[src/rtl/terr_cfg.svh]
`ifndef TERR_CFG_SVH
`define TERR_CFG_SVH
// ==========================================
// Sizes
`define TERR_NCH       5
`define TERR_NSRC      23
`define TERR_NSLOT     6
`define TERR_NCC       4
`define TERR_NCC_SHORT 2
`define TERR_AW        4
`define TERR_DW        8
`define TERR_IDW       5
// ==========================================
// Register offsets (word index on the plain port)
`define TERR_OFS_FLAG0 4'h0
`define TERR_OFS_ENA0  4'h1
`define TERR_OFS_STEP  2
`define TERR_OFS_MODE  4'hA
// ==========================================
// Field positions
`define TERR_B_OVF     4
`define TERR_B_UNF     5
`define TERR_B_ADC     7
`define TERR_B_CPWM    0
`define TERR_B_FIRST   0
// ==========================================
// Reset values and channel masks
`define TERR_RST_ENA   8'h00
`define TERR_RST_MODE  1'b0
`define TERR_RST_FLAG  1'b0
`define TERR_SHORT_CHS 5'h06
`define TERR_UNF_CHS   5'h06
`define TERR_CH_CPWM   4
`define TERR_DTC_MASK  23'h7DE66F
`endif

[src/rtl/terr_pkg.sv]
`include "terr_cfg.svh"
package terr_pkg;
  // Per-channel events from the counter datapath, one-cycle pulses
  typedef struct packed {
    logic [`TERR_NCC-1:0] cc;
    logic                 ovf;
    logic                 unf;
  } terr_evt_t;
  // Plain register port
  typedef struct packed {
    logic [`TERR_AW-1:0] addr;
    logic [`TERR_DW-1:0] wdata;
    logic                we;
    logic                re;
  } terr_bus_t;
  typedef logic [`TERR_NSRC-1:0] terr_src_t;
endpackage

[src/rtl/terr_adtrig.sv]
`include "terr_cfg.svh"
module terr_adtrig (
  input  wire logic i_clk,
  input  wire logic i_rstn,
  input  wire logic i_flag,
  input  wire logic i_en,
  output logic      o_start
);
  logic flag_d_r;
  // Only the rising edge of the flag starts a conversion
  wire  start_nxt = i_flag & ~flag_d_r & i_en;
  always_ff @(posedge i_clk) begin
    if (!i_rstn) begin
      flag_d_r <= 1'b0;
      o_start  <= 1'b0;
    end else begin
      flag_d_r <= i_flag;
      o_start  <= start_nxt;
    end
  end

  adc_cause_a: assert property (@(posedge i_clk) disable iff (!i_rstn)
    o_start |-> ($past(i_en) && $past(i_flag) && !$past(flag_d_r)))
    else $error("start without a fresh flag");
  adc_pulse_a: assert property (@(posedge i_clk) disable iff (!i_rstn)
    o_start |=> !o_start) else $error("start longer than one cycle");
endmodule

[src/rtl/terr_flag.sv]
`include "terr_cfg.svh"
module terr_flag (
  input  wire logic i_clk,
  input  wire logic i_rstn,
  input  wire logic i_set,
  input  wire logic i_rd,
  input  wire logic i_wr,
  input  wire logic i_wdat,
  input  wire logic i_auto,
  output logic      o_flag
);
  logic flag_r;
  logic arm_r;
  wire  clr_w    = (i_wr & ~i_wdat & arm_r) | i_auto;
  // An event in the clearing cycle is kept: set wins
  wire  flag_nxt = i_set | (flag_r & ~clr_w);
  // Arming needs a read that saw 1; any write disarms
  wire  arm_nxt  = (i_rd & flag_r) | (arm_r & ~i_wr & flag_r);
  // ==========================================
  // Flag and clear arm
  always_ff @(posedge i_clk) begin
    if (!i_rstn) begin
      flag_r <= `TERR_RST_FLAG;
      arm_r  <= 1'b0;
    end else begin
      flag_r <= flag_nxt;
      arm_r  <= arm_nxt;
    end
  end
  assign o_flag = flag_r;

  set_wins_a: assert property (@(posedge i_clk) disable iff (!i_rstn)
    i_set |=> o_flag) else $error("flag lost a set");
  noarm_keep_a: assert property (@(posedge i_clk) disable iff (!i_rstn)
    (flag_r && i_wr && !i_wdat && !arm_r && !i_auto) |=> o_flag)
    else $error("flag cleared without a prior read of 1");
endmodule

[src/rtl/terr_router.sv]
// What this block does
// - Three source kinds, each with its own flag and enable bit.
// - An event sets its flag; flag and enable raise a request.
// - A request drops when its flag is cleared or its enable bit is cleared.
// - Ranking is fixed inside and across channels; channel 0 ranks first.
// - Sixteen compare/capture sources: 4,2,2,4,4 over channels 0 to 4.
// - Every channel has one overflow source cleared with its flag.
// - Only channels 1 and 2 have an underflow source.
// - Seventeen transfer sources: all compare/capture plus channel 4 overflow.
// - Only each channel's first register may start the DMA unit.
// - First-register flag rising with trigger enable starts a conversion.
// - Reset ranking runs from channel 0 first to channel 4 overflow.
// - Clear by reading 1 then writing 0; transfer ack also clears.
// - Channel 4 underflow sets its overflow flag in complementary mode.
//
// Our own choices: the address map and the address-and-strobe port.
`include "terr_cfg.svh"
module terr_router (
  input  wire logic                           I_CLK,
  input  wire logic                           I_RSTN,
  input  wire terr_pkg::terr_bus_t            I_BUS,
  input  wire terr_pkg::terr_evt_t [`TERR_NCH-1:0] I_EVT,
  input  wire logic [`TERR_NSRC-1:0]          I_DTC_ACK,
  input  wire logic [`TERR_NCH-1:0]           I_DMA_ACK,
  output logic [`TERR_DW-1:0]                 O_RDATA,
  output logic [`TERR_NSRC-1:0]               O_IRQ,
  output logic [`TERR_NSRC-1:0]               O_DTC_REQ,
  output logic [`TERR_NCH-1:0]                O_DMA_REQ,
  output logic [`TERR_NCH-1:0]                O_ADC_START,
  output logic                                O_IRQ_ANY,
  output logic [`TERR_IDW-1:0]                O_IRQ_TOP
);
  import terr_pkg::*;

  // ==========================================
  // Source map helpers
  // Number of compare/capture registers on a channel
  function automatic int cc_cnt(input int ch);
    logic [`TERR_NCH-1:0] m;
    m = `TERR_SHORT_CHS;
    return m[ch] ? `TERR_NCC_SHORT : `TERR_NCC;
  endfunction

  // Does slot s exist on channel ch
  function automatic bit has_slot(input int ch, input int s);
    logic [`TERR_NCH-1:0] u;
    u = `TERR_UNF_CHS;
    if (s < `TERR_NCC) begin
      return s < cc_cnt(ch);
    end
    if (s == `TERR_B_OVF) begin
      return 1'b1;
    end
    return u[ch];
  endfunction

  // Position of a source in the request vector, lowest is highest rank
  function automatic int src_idx(input int ch, input int s);
    int idx;
    idx = 0;
    for (int c = 0; c < ch; c++) begin
      for (int k = 0; k < `TERR_NSLOT; k++) begin
        if (has_slot(c, k)) begin
          idx++;
        end
      end
    end
    for (int k = 0; k < s; k++) begin
      if (has_slot(ch, k)) begin
        idx++;
      end
    end
    return idx;
  endfunction

  // Writable enable bits of a channel
  function automatic logic [`TERR_DW-1:0] ena_mask(input int ch);
    logic [`TERR_DW-1:0] m;
    m = '0;
    for (int k = 0; k < `TERR_NSLOT; k++) begin
      m[k] = has_slot(ch, k);
    end
    m[`TERR_B_ADC] = 1'b1;
    return m;
  endfunction

  function automatic logic [`TERR_AW-1:0] flag_adr(input int ch);
    return `TERR_AW'(ch * `TERR_OFS_STEP) + `TERR_OFS_FLAG0;
  endfunction

  function automatic logic [`TERR_AW-1:0] ena_adr(input int ch);
    return `TERR_AW'(ch * `TERR_OFS_STEP) + `TERR_OFS_ENA0;
  endfunction

  // Fixed ranking: lowest set index wins
  function automatic logic [`TERR_IDW-1:0] prio_top(input terr_src_t v);
    logic [`TERR_IDW-1:0] t;
    t = '0;
    for (int i = `TERR_NSRC - 1; i >= 0; i--) begin
      if (v[i]) begin
        t = `TERR_IDW'(i);
      end
    end
    return t;
  endfunction

  // ==========================================
  // Storage and shared nets
  // Transfer-capable sources as a vector, so one bit can be picked per slot
  localparam terr_src_t DMASK = `TERR_DTC_MASK;
  logic [`TERR_DW-1:0] en_r [`TERR_NCH];
  logic                mode_r;
  terr_src_t           flag_v;
  terr_src_t           en_v;
  terr_src_t           set_v;
  wire logic [`TERR_NSLOT-1:0] fview [`TERR_NCH];
  wire logic [`TERR_DW-1:0]    rd_acc [`TERR_NCH+1];
  wire logic [`TERR_NCH-1:0]   first_flag;

  // Bus strobes, decoded per channel below
  wire logic bus_we = I_BUS.we;
  wire logic bus_re = I_BUS.re;
  wire logic mode_wr = bus_we & (I_BUS.addr == `TERR_OFS_MODE);
  wire logic mode_hit = I_BUS.addr == `TERR_OFS_MODE;

  // ==========================================
  // Per-channel registers and flag cells
  assign rd_acc[0] = mode_hit ? {{(`TERR_DW-1){1'b0}}, mode_r} : '0;

  for (genvar ch = 0; ch < `TERR_NCH; ch++) begin : g_ch
    localparam logic [`TERR_DW-1:0] EMASK = ena_mask(ch);
    localparam int                  FIRST = src_idx(ch, `TERR_B_FIRST);
    wire logic f_hit = I_BUS.addr == flag_adr(ch);
    wire logic e_hit = I_BUS.addr == ena_adr(ch);
    wire logic f_rd  = bus_re & f_hit;
    wire logic f_wr  = bus_we & f_hit;
    wire logic e_wr  = bus_we & e_hit;
    // Unused enable bits never store, so they read as zero
    wire logic [`TERR_DW-1:0] e_nxt = I_BUS.wdata & EMASK;

    // Read data of this channel's two registers
    assign rd_acc[ch+1] = rd_acc[ch]
                        | (f_hit ? {{(`TERR_DW-`TERR_NSLOT){1'b0}}, fview[ch]} : '0)
                        | (e_hit ? en_r[ch] : '0);

    // Enable register of the channel
    always_ff @(posedge I_CLK) begin
      if (!I_RSTN) begin
        en_r[ch] <= `TERR_RST_ENA;
      end else if (e_wr) begin
        en_r[ch] <= e_nxt;
      end
    end

    for (genvar s = 0; s < `TERR_NSLOT; s++) begin : g_slot
      if (has_slot(ch, s)) begin : g_on
        localparam int IX = src_idx(ch, s);
        localparam bit DTC_OK = DMASK[IX];
        wire logic ev;
        wire logic ack;
        if (s < `TERR_NCC) begin : g_cc
          assign ev = I_EVT[ch].cc[s];
        end else if (s == `TERR_B_OVF && ch == `TERR_CH_CPWM) begin : g_ov4
          // Complementary mode folds the underflow into this flag
          assign ev = I_EVT[ch].ovf | (mode_r & I_EVT[ch].unf);
        end else if (s == `TERR_B_OVF) begin : g_ov
          assign ev = I_EVT[ch].ovf;
        end else begin : g_un
          assign ev = I_EVT[ch].unf;
        end
        // Only transfer-capable sources listen to an ack
        if (s == `TERR_B_FIRST) begin : g_ack1
          assign ack = I_DMA_ACK[ch] | (DTC_OK & I_DTC_ACK[IX]);
        end else begin : g_ackn
          assign ack = DTC_OK & I_DTC_ACK[IX];
        end
        terr_flag u_flag (
          .i_clk  (I_CLK),
          .i_rstn (I_RSTN),
          .i_set  (ev),
          .i_rd   (f_rd),
          .i_wr   (f_wr),
          .i_wdat (I_BUS.wdata[s]),
          .i_auto (ack),
          .o_flag (flag_v[IX])
        );
        assign set_v[IX]     = ev;
        assign en_v[IX]      = en_r[ch][s];
        assign fview[ch][s]  = flag_v[IX];
      end else begin : g_off
        assign fview[ch][s] = 1'b0;
      end
    end

    assign first_flag[ch] = flag_v[FIRST];

    // A/D start from the first register only
    terr_adtrig u_adc (
      .i_clk   (I_CLK),
      .i_rstn  (I_RSTN),
      .i_flag  (first_flag[ch]),
      .i_en    (en_r[ch][`TERR_B_ADC]),
      .o_start (O_ADC_START[ch])
    );
  end

  // ==========================================
  // Mode register
  always_ff @(posedge I_CLK) begin
    if (!I_RSTN) begin
      mode_r <= `TERR_RST_MODE;
    end else if (mode_wr) begin
      mode_r <= I_BUS.wdata[`TERR_B_CPWM];
    end
  end

  // ==========================================
  // Request formation
  // Level requests; an enable drop also hides it, but the flag is what clears it
  wire terr_src_t irq_nxt = flag_v & en_v;
  wire terr_src_t dtc_nxt = irq_nxt & `TERR_DTC_MASK;
  wire logic [`TERR_NCH-1:0] dma_nxt;
  for (genvar ch = 0; ch < `TERR_NCH; ch++) begin : g_dma
    assign dma_nxt[ch] = irq_nxt[src_idx(ch, `TERR_B_FIRST)];
  end
  wire logic [`TERR_IDW-1:0] top_nxt = prio_top(irq_nxt);
  wire logic any_nxt = |irq_nxt;
  wire logic [`TERR_DW-1:0] rd_nxt = bus_re ? rd_acc[`TERR_NCH] : '0;

  // All outputs leave from flops so the partners see clean levels
  always_ff @(posedge I_CLK) begin
    if (!I_RSTN) begin
      O_IRQ     <= '0;
      O_DTC_REQ <= '0;
      O_DMA_REQ <= '0;
      O_IRQ_ANY <= 1'b0;
      O_IRQ_TOP <= '0;
      O_RDATA   <= '0;
    end else begin
      O_IRQ     <= irq_nxt;
      O_DTC_REQ <= dtc_nxt;
      O_DMA_REQ <= dma_nxt;
      O_IRQ_ANY <= any_nxt;
      O_IRQ_TOP <= top_nxt;
      O_RDATA   <= rd_nxt;
    end
  end

  // ==========================================
  // Checks
  wire logic any_clr = bus_we | (|I_DTC_ACK) | (|I_DMA_ACK);
  wire logic [`TERR_AW-1:0] ch0_flag_adr = flag_adr(0);

  flag_set_a: assert property (@(posedge I_CLK) disable iff (!I_RSTN)
    (|set_v) |=> ((flag_v & $past(set_v)) == $past(set_v)))
    else $error("event did not set its flag");

  irq_follow_a: assert property (@(posedge I_CLK) disable iff (!I_RSTN)
    ##1 (O_IRQ == $past(flag_v & en_v)))
    else $error("request is not flag and enable");

  flag_hold_a: assert property (@(posedge I_CLK) disable iff (!I_RSTN)
    ((~flag_v & $past(flag_v)) != '0) |-> $past(any_clr))
    else $error("flag fell without a clear");

  cpwm_ovf_a: assert property (@(posedge I_CLK) disable iff (!I_RSTN)
    (mode_r && I_EVT[`TERR_CH_CPWM].unf)
    |=> ##1 (O_IRQ[`TERR_NSRC-1] || !$past(en_v[`TERR_NSRC-1])))
    else $error("underflow missed the overflow flag");

  dtc_only_a: assert property (@(posedge I_CLK) disable iff (!I_RSTN)
    (O_DTC_REQ & ~`TERR_DTC_MASK) == '0 && O_DTC_REQ == (O_IRQ & `TERR_DTC_MASK))
    else $error("transfer request from a non-capable source");

  dma_first_a: assert property (@(posedge I_CLK) disable iff (!I_RSTN)
    ##1 (O_DMA_REQ == $past(dma_nxt)) && (O_DMA_REQ[0] == O_IRQ[0]))
    else $error("dma request not from a first register");

  prio_top_a: assert property (@(posedge I_CLK) disable iff (!I_RSTN)
    O_IRQ_ANY |-> (O_IRQ[O_IRQ_TOP]
      && ((O_IRQ & ((`TERR_NSRC'(1) << O_IRQ_TOP) - `TERR_NSRC'(1))) == '0)))
    else $error("wrong top ranked request");

  unf_none_a: assert property (@(posedge I_CLK) disable iff (!I_RSTN)
    (fview[0][`TERR_B_UNF] == 1'b0) && (fview[3][`TERR_B_UNF] == 1'b0)
    && (en_r[4][`TERR_B_UNF] == 1'b0))
    else $error("underflow bit on a channel without one");

  flag_read_a: assert property (@(posedge I_CLK) disable iff (!I_RSTN)
    (bus_re && I_BUS.addr == ch0_flag_adr)
    |=> (O_RDATA[`TERR_NSLOT-1:0] == $past(fview[0])))
    else $error("flag read returned wrong data");
endmodule

[config.mk]
export PLATFORM = sky130hd
export DESIGN_NAME = terr_router
export DESIGN_NICKNAME = d
export VERILOG_FILES = /design/src/rtl/terr_pkg.sv /design/src/rtl/terr_adtrig.sv /design/src/rtl/terr_flag.sv /design/src/rtl/terr_router.sv
export VERILOG_INCLUDE_DIRS = /design/src /design/src/rtl
export SDC_FILE = /design/constraint.sdc
export NUM_CORES = 1
export LEC_CHECK = 0
export BUFFER_PORTS_ARGS = -buffer_cell sky130_fd_sc_hd__buf_2
export CAP_MARGIN = 20
export CORE_MARGIN = 2
export CORE_UTILIZATION = 35
export DETAILED_ROUTE_END_ITERATION = 7
export PLACE_DENSITY_LB_ADDON = 0.15
export SYNTH_ARGS = -nofsm -noshare
export SYNTH_HDL_FRONTEND = slang
export SYNTH_HIERARCHICAL = 1
export SYNTH_SLANG_ARGS = --single-unit
[constraint.sdc]
create_clock -name I_CLK -period 3.4 [get_ports I_CLK]
set_input_delay 0.34 -clock I_CLK [delete_from_list [all_inputs] [get_ports I_CLK]]
set_output_delay 0.34 -clock I_CLK [all_outputs]
set_load 0.02 [all_outputs]
# Yosys cells after proc, flatten, opt, wreduce, memory -nomap -nowiden
# Memories as Yosys holds them, arrays and structs flattened.
# Index checks and enable logic that the tools add are counted.
dict set report word_totals {
  wordCells 431
  ram_bits 35
  latch_bits 0
  rom_bits 0
  output_inout_bits 70
  n_memories 1
  regBits 122
}
# memory words width rd rd_clocked_by_memory_dff wr line
set memory_table {}
lappend memory_table {en_r 5 7 5 0 5 terr_router.sv:111} ;# logic [`TERR_DW-1:0] en_r [`TERR_NCH];
dict set report op_classes {
  magnitude_cmp 0
  muxes 54
  n_reduce_logical 8
  n_div 0
  n_mul 0
  shifts 0
  n_eq_ne 10
  bitwise_logic 290
  add_sub_neg 0
}
# op count
set ops {}
lappend ops {{$and A1 B1 Y1} 165}
lappend ops {{$or A1 B1 Y1} 74}
lappend ops {{$mux W5} 10}
lappend ops {{$mux W8} 5}
lappend ops {{$not A1 Y1} 40}
lappend ops {{$mux W7} 5}
lappend ops {{$mux W4} 8}
lappend ops {{$or A8 B8 Y8} 4}
lappend ops {{$and A23 B23 Y23} 1}
lappend ops {{$reduce_or A23 Y1} 1}
lappend ops {{$mux W1} 18}
lappend ops {{$reduce_or A17 Y1} 1}
lappend ops {{$eq A4 B3 Y1 const B} 4}
lappend ops {{$or A8 B5 Y8} 2}
lappend ops {{$or A8 B6 Y8} 2}
lappend ops {{$eq A4 B4 Y1 const B} 3}
lappend ops {{$mux W3} 4}
lappend ops {{$mux W6} 2}
lappend ops {{$reduce_or A9 Y1} 1}
lappend ops {{$eq A4 B2 Y1 const B} 2}
lappend ops {{$or A5 B8 Y8} 1}
lappend ops {{$or A1 B5 Y5} 1}
lappend ops {{$reduce_or A5 Y1} 1}
lappend ops {{$eq A4 B1 Y1 const B} 1}
lappend ops {{other kinds (5)} 6}

# Logic depth before layout (Yosys ltp)
# An unclocked memory read counts as a cell.
dict set report depth {
  ltp_word 24
  ltp_mapped 6
  depth_no_buf 5
}

# Hierarchy
# Netlist, hierarchy kept.
# module area_each_um2 cells_each seq_area_each_um2 n_inst
set by_module_without_submodules {}
lappend by_module_without_submodules {terr_router 3281.9 348 1581.5 1}
lappend by_module_without_submodules {terr_flag 81.3 8 40.0 23}
lappend by_module_without_submodules {terr_adtrig 56.3 4 40.0 5}

# Worst setup path before layout
# Ideal clock, no wire load.
dict set report synth_timing {
  path_type {input to register}
  from {in I_BUS[10] (netlist bit)}
  to {mem en_r[4][0] (netlist bit) (enable)}
  arrival_time_ns 1.220
  stages 4
  path_slack_ns 1.803
  path_buffers 1
  setup_time_ns 0.377
  path_cell_list {buf_4 -> and2b_1 -> nand2_1 -> o21ai_0}
}
# item line
set synth_rtl {}
lappend synth_rtl {{from (decl)} terr_router.sv:21} ;# input wire terr_pkg::terr_bus_t I_BUS,
lappend synth_rtl {{to (decl)} terr_router.sv:111}

==> flow_summary.json <==
{
  "cts-root-buf": "clkbuf_16",
  "reg2reg_to": "O_IRQ_TOP[4]$_SDFF_PP0_",
  "cts_made_buffers": 17,
  "synth-async-reset-ratio_pct": 0,
  "pre_cts_ws_ps": 1170,
  "avgRoutedWirePerCell_um": 18.7,
  "vias_per_cell": 5.28,
  "path_cells": "buf_2, and2b_1, nand2_1, o21ai_0",
  "synthXorXnorAreaFrac_pct": 0,
  "whs_path_depth": 3,
  "fp.dieH_um": 129,
  "status": "finished, final reports clean",
  "cp-end-kind": "flop",
  "worst-r2r-setup-slack_ps": 1610,
  "ios": 144,
  "synthMuxAreaShare_pct": 1.36,
  "synth_edf_count": 28,
  "hold_buffers": 0,
  "hold_violations": 0,
  "start_util_pct": 35.7,
  "coreArea_sq_um": 15200,
  "hp-class": "input pin to flop",
  "rows": 45,
  "synth-compound-area-share_pct": 14.6,
  "antenna-diode-count": 0,
  "tightestPinTransition_ps": 847,
  "power_w": 0.00370,
  "drcViolationCount": 0,
  "clk_pin_slew_worst_paths_ps": 50,
  "synth-simple-area-share_pct": 28.5,
  "dp_hpwl_um": 11600,
  "ys_types": 51,
  "fillCellCount": 1493,
  "drv_slew": 0,
  "setup_ws_ps": 1510,
  "worstRegToRegCells": 4,
  "slew_headroom_pct": 42.9,
  "ctsLongestPathBuffers": 2,
  "path_max_fanout": 28,
  "setup_viol": 0,
  "ys_warn_count": 6,
  "cp.arrival_ps": 1920,
  "crit_start": "I_BUS[10]",
  "dieWidth_um": 129,
  "drive_gt1_share_pct": 24.2,
  "critPathTopFamily": "compound AO/OA/AOI/OAI gates",
  "min-delay-start": "I_EVT[2]",
  "skew_ps": 9.89,
  "r2r_start": "en_r[0][3]$_SDFFCE_PN0P_",
  "maxCapViolations": 0,
  "whs_ps": 127,
  "critPathKind": "input pin to flop",
  "yosys.area_share.adder_pct": 0,
  "clkSinkCount": 121,
  "cts_resized": 0,
  "tns_ps": 0,
  "nets": 737,
  "fmax_mhz": 530,
  "synth.ff_latch_count": 121,
  "post-cts-setup-buffers": 0,
  "ys_dominant_reg_cell": "dfxtp_1",
  "hold_path_end": "g_ch[0].g_slot[0].g_on.u_flag/o_flag$_SDFF_PN0_",
  "place.gp.congestion": 0.945,
  "finalCritPeriodShare_pct": 55.5,
  "grt_max_degree": 69,
  "rsz0062_at_grt": "no",
  "insertion_delay_ps": 410,
  "peakVddDrop_uv": 328,
  "port_buffers": 123,
  "dr.pass1.iters": 5,
  "cts_tree": "built",
  "period_minus_slack_ps": 1890,
  "synth_cells": 552,
  "numPlacedInstances": 832,
  "grt_first_pass_wirelength_um": 24800,
  "antenna_found_initial": 0,
  "p_leak_nw": 3.36,
  "crit_path_start_kind": "input pin",
  "ant_nets": 0,
  "grt_pass1_vias": 4402,
  "netlist_area_sq_um": 5430,
  "worst-path-buf-inv": 1,
  "instances_no_fill": 862,
  "synth.avg_cell_area_sq_um": 9.84,
  "drtIter0Drc": 384,
  "power_density_nw_per_um2": 559,
  "max_stage_delay_ps": 700,
  "ctsHtreeMaxLevel": 4,
  "wl_um": 16200,
  "vias": 4554,
  "ys_seq_area_share_pct": 49.7,
  "critical_path.slowest_cell": "o21ai_0",
  "die-area_sq_um": 16500,
  "grt_overflow": 0,
  "track_usage_pct": 20.2,
  "area_delta_synth_final_pct": 21.9,
  "required_ps": 3430,
  "synth_top_family_by_area": "simple AND/OR/NAND/NOR gates"
}
Yosys cell counts, types with 3 or more instances:
master / number / area share [%]
a21oi_1: 10 / 0.92
a22o_1: 5 / 0.81
a22oi_1: 13 / 1.8
a31oi_1: 8 / 0.92
a32o_1: 3 / 0.55
and2_1: 35 / 4.0
and2b_1: 3 / 0.41
and3_1: 24 / 2.8
and3b_1: 23 / 3.7
and4b_1: 5 / 0.92
buf_2: 9 / 0.83
buf_4: 30 / 4.1
clkbuf_1: 5 / 0.35
dfxtp_1: 93 / 34
edfxtp_1: 28 / 15
inv_1: 3 / 0.21
mux2_2: 3 / 0.62
mux2i_1: 4 / 0.74
nand2_1: 63 / 4.4
nand3_1: 11 / 1.0
nand3b_1: 24 / 3.3
nand4_1: 8 / 0.92
nor2_1: 20 / 1.4
nor2b_1: 28 / 3.2
nor3_1: 4 / 0.37
o211a_1: 23 / 4.2
o21ai_0: 12 / 1.1
o21ai_1: 23 / 2.1
or2_2: 5 / 0.58
worst max-delay path by stage:
stage / end / slack, ps / cells past startpoint
after floorplan: en_r[4][0]$_SDFFCE_PN0P_ / 1800 / 4
after global placement: en_r[4][6]$_SDFFCE_PN0P_ / 1180 / 4
after detailed placement: en_r[4][0]$_SDFFCE_PN0P_ / 1170 / 4
after CTS: en_r[4][1]$_SDFFCE_PN0P_ / 1580 / 4
after global routing: en_r[0][2]$_SDFFCE_PN0P_ / 1410 / 4
final: en_r[4][1]$_SDFFCE_PN0P_ / 1510 / 4
layout by cell type, fill, tap and decap left out, types with 13 or more instances in the layout:
master     count
and3b_1       23
nor2b_1       28
o21ai_1       23
nand2_1       63
and3_1        24
a22oi_1       13
buf_2        122
o211a_1       23
clkbuf_16     18
nor2_1        20
dfxtp_1       93
conb_1        13
and2_1        35
edfxtp_1      28
nand3b_1      24
report_power, final:
part | total (W) | switching (W) | internal, W | leakage (nW)
clock network | 0.00176 | 0.000609 | 0.00115 | 0.291
registers | 0.00162 | 0.0000782 | 0.00154 | 1.03
logic | 0.000332 | 0.000207 | 0.000125 | 2.04
total | 0.00370 | 0.000894 | 0.00281 | 3.36
cells by family (layout without fill, tap and decap cells):
kind of cell,Yosys count,after routing
compound gates,111,111
buf+inv,48,158
flops,121,121
mux,7,7
other cells,1,13
simple gates,264,264
cell type report:
type	instances	area, sq um	share of cell area, %
Inverter	3	11.3	0.170
Sequential cell	121	2700	40.8
Multi-Input combinational cell	395	2460	37.2
Clock inverter	8	92.6	1.40
Clock buffer	22	485	7.33
Tap cell	188	235	3.55
Timing Repair Buffer	125	633	9.56
stage by stage:
step / area, sq um / utilization [%]
after floorplan: 5480 / -
after global placement: 6050 / 39.8
after detailed placement: 6050 / 39.8
after CTS: 6630 / 43.6
after global routing: 6630 / 43.6
final: 6630 / 43.6
sequential cells by signal (all words and copies together) (netlist names):
register                        flops
O_IRQ_ANY                           1
en_r                               28
g_ch.g_slot.g_on.u_flag/arm_r      23
g_ch.g_slot.g_on.u_flag/o_flag     23
g_ch.u_adc/flag_d_r                 5
O_IRQ_TOP                           5
g_ch.u_adc/o_start                  5
O_RDATA                             7
mode_r                              1
O_IRQ                              23
routing by layer:
layer	global-route usage (%)	vias to the layer above	share of wire, %
li1	-	2184	-
met1	26.2	2190	46
met2	32.8	154	47
met3	5.16	26	4.4
met4	7.16	0	2.2
met5	0	-	0
tightest hold or removal path, cell delays in order:
cell     delay, ps
buf_2           70
nand2_1         30
o21ai_1         50
No activity file was read; power rests on OpenSTA's default activity.
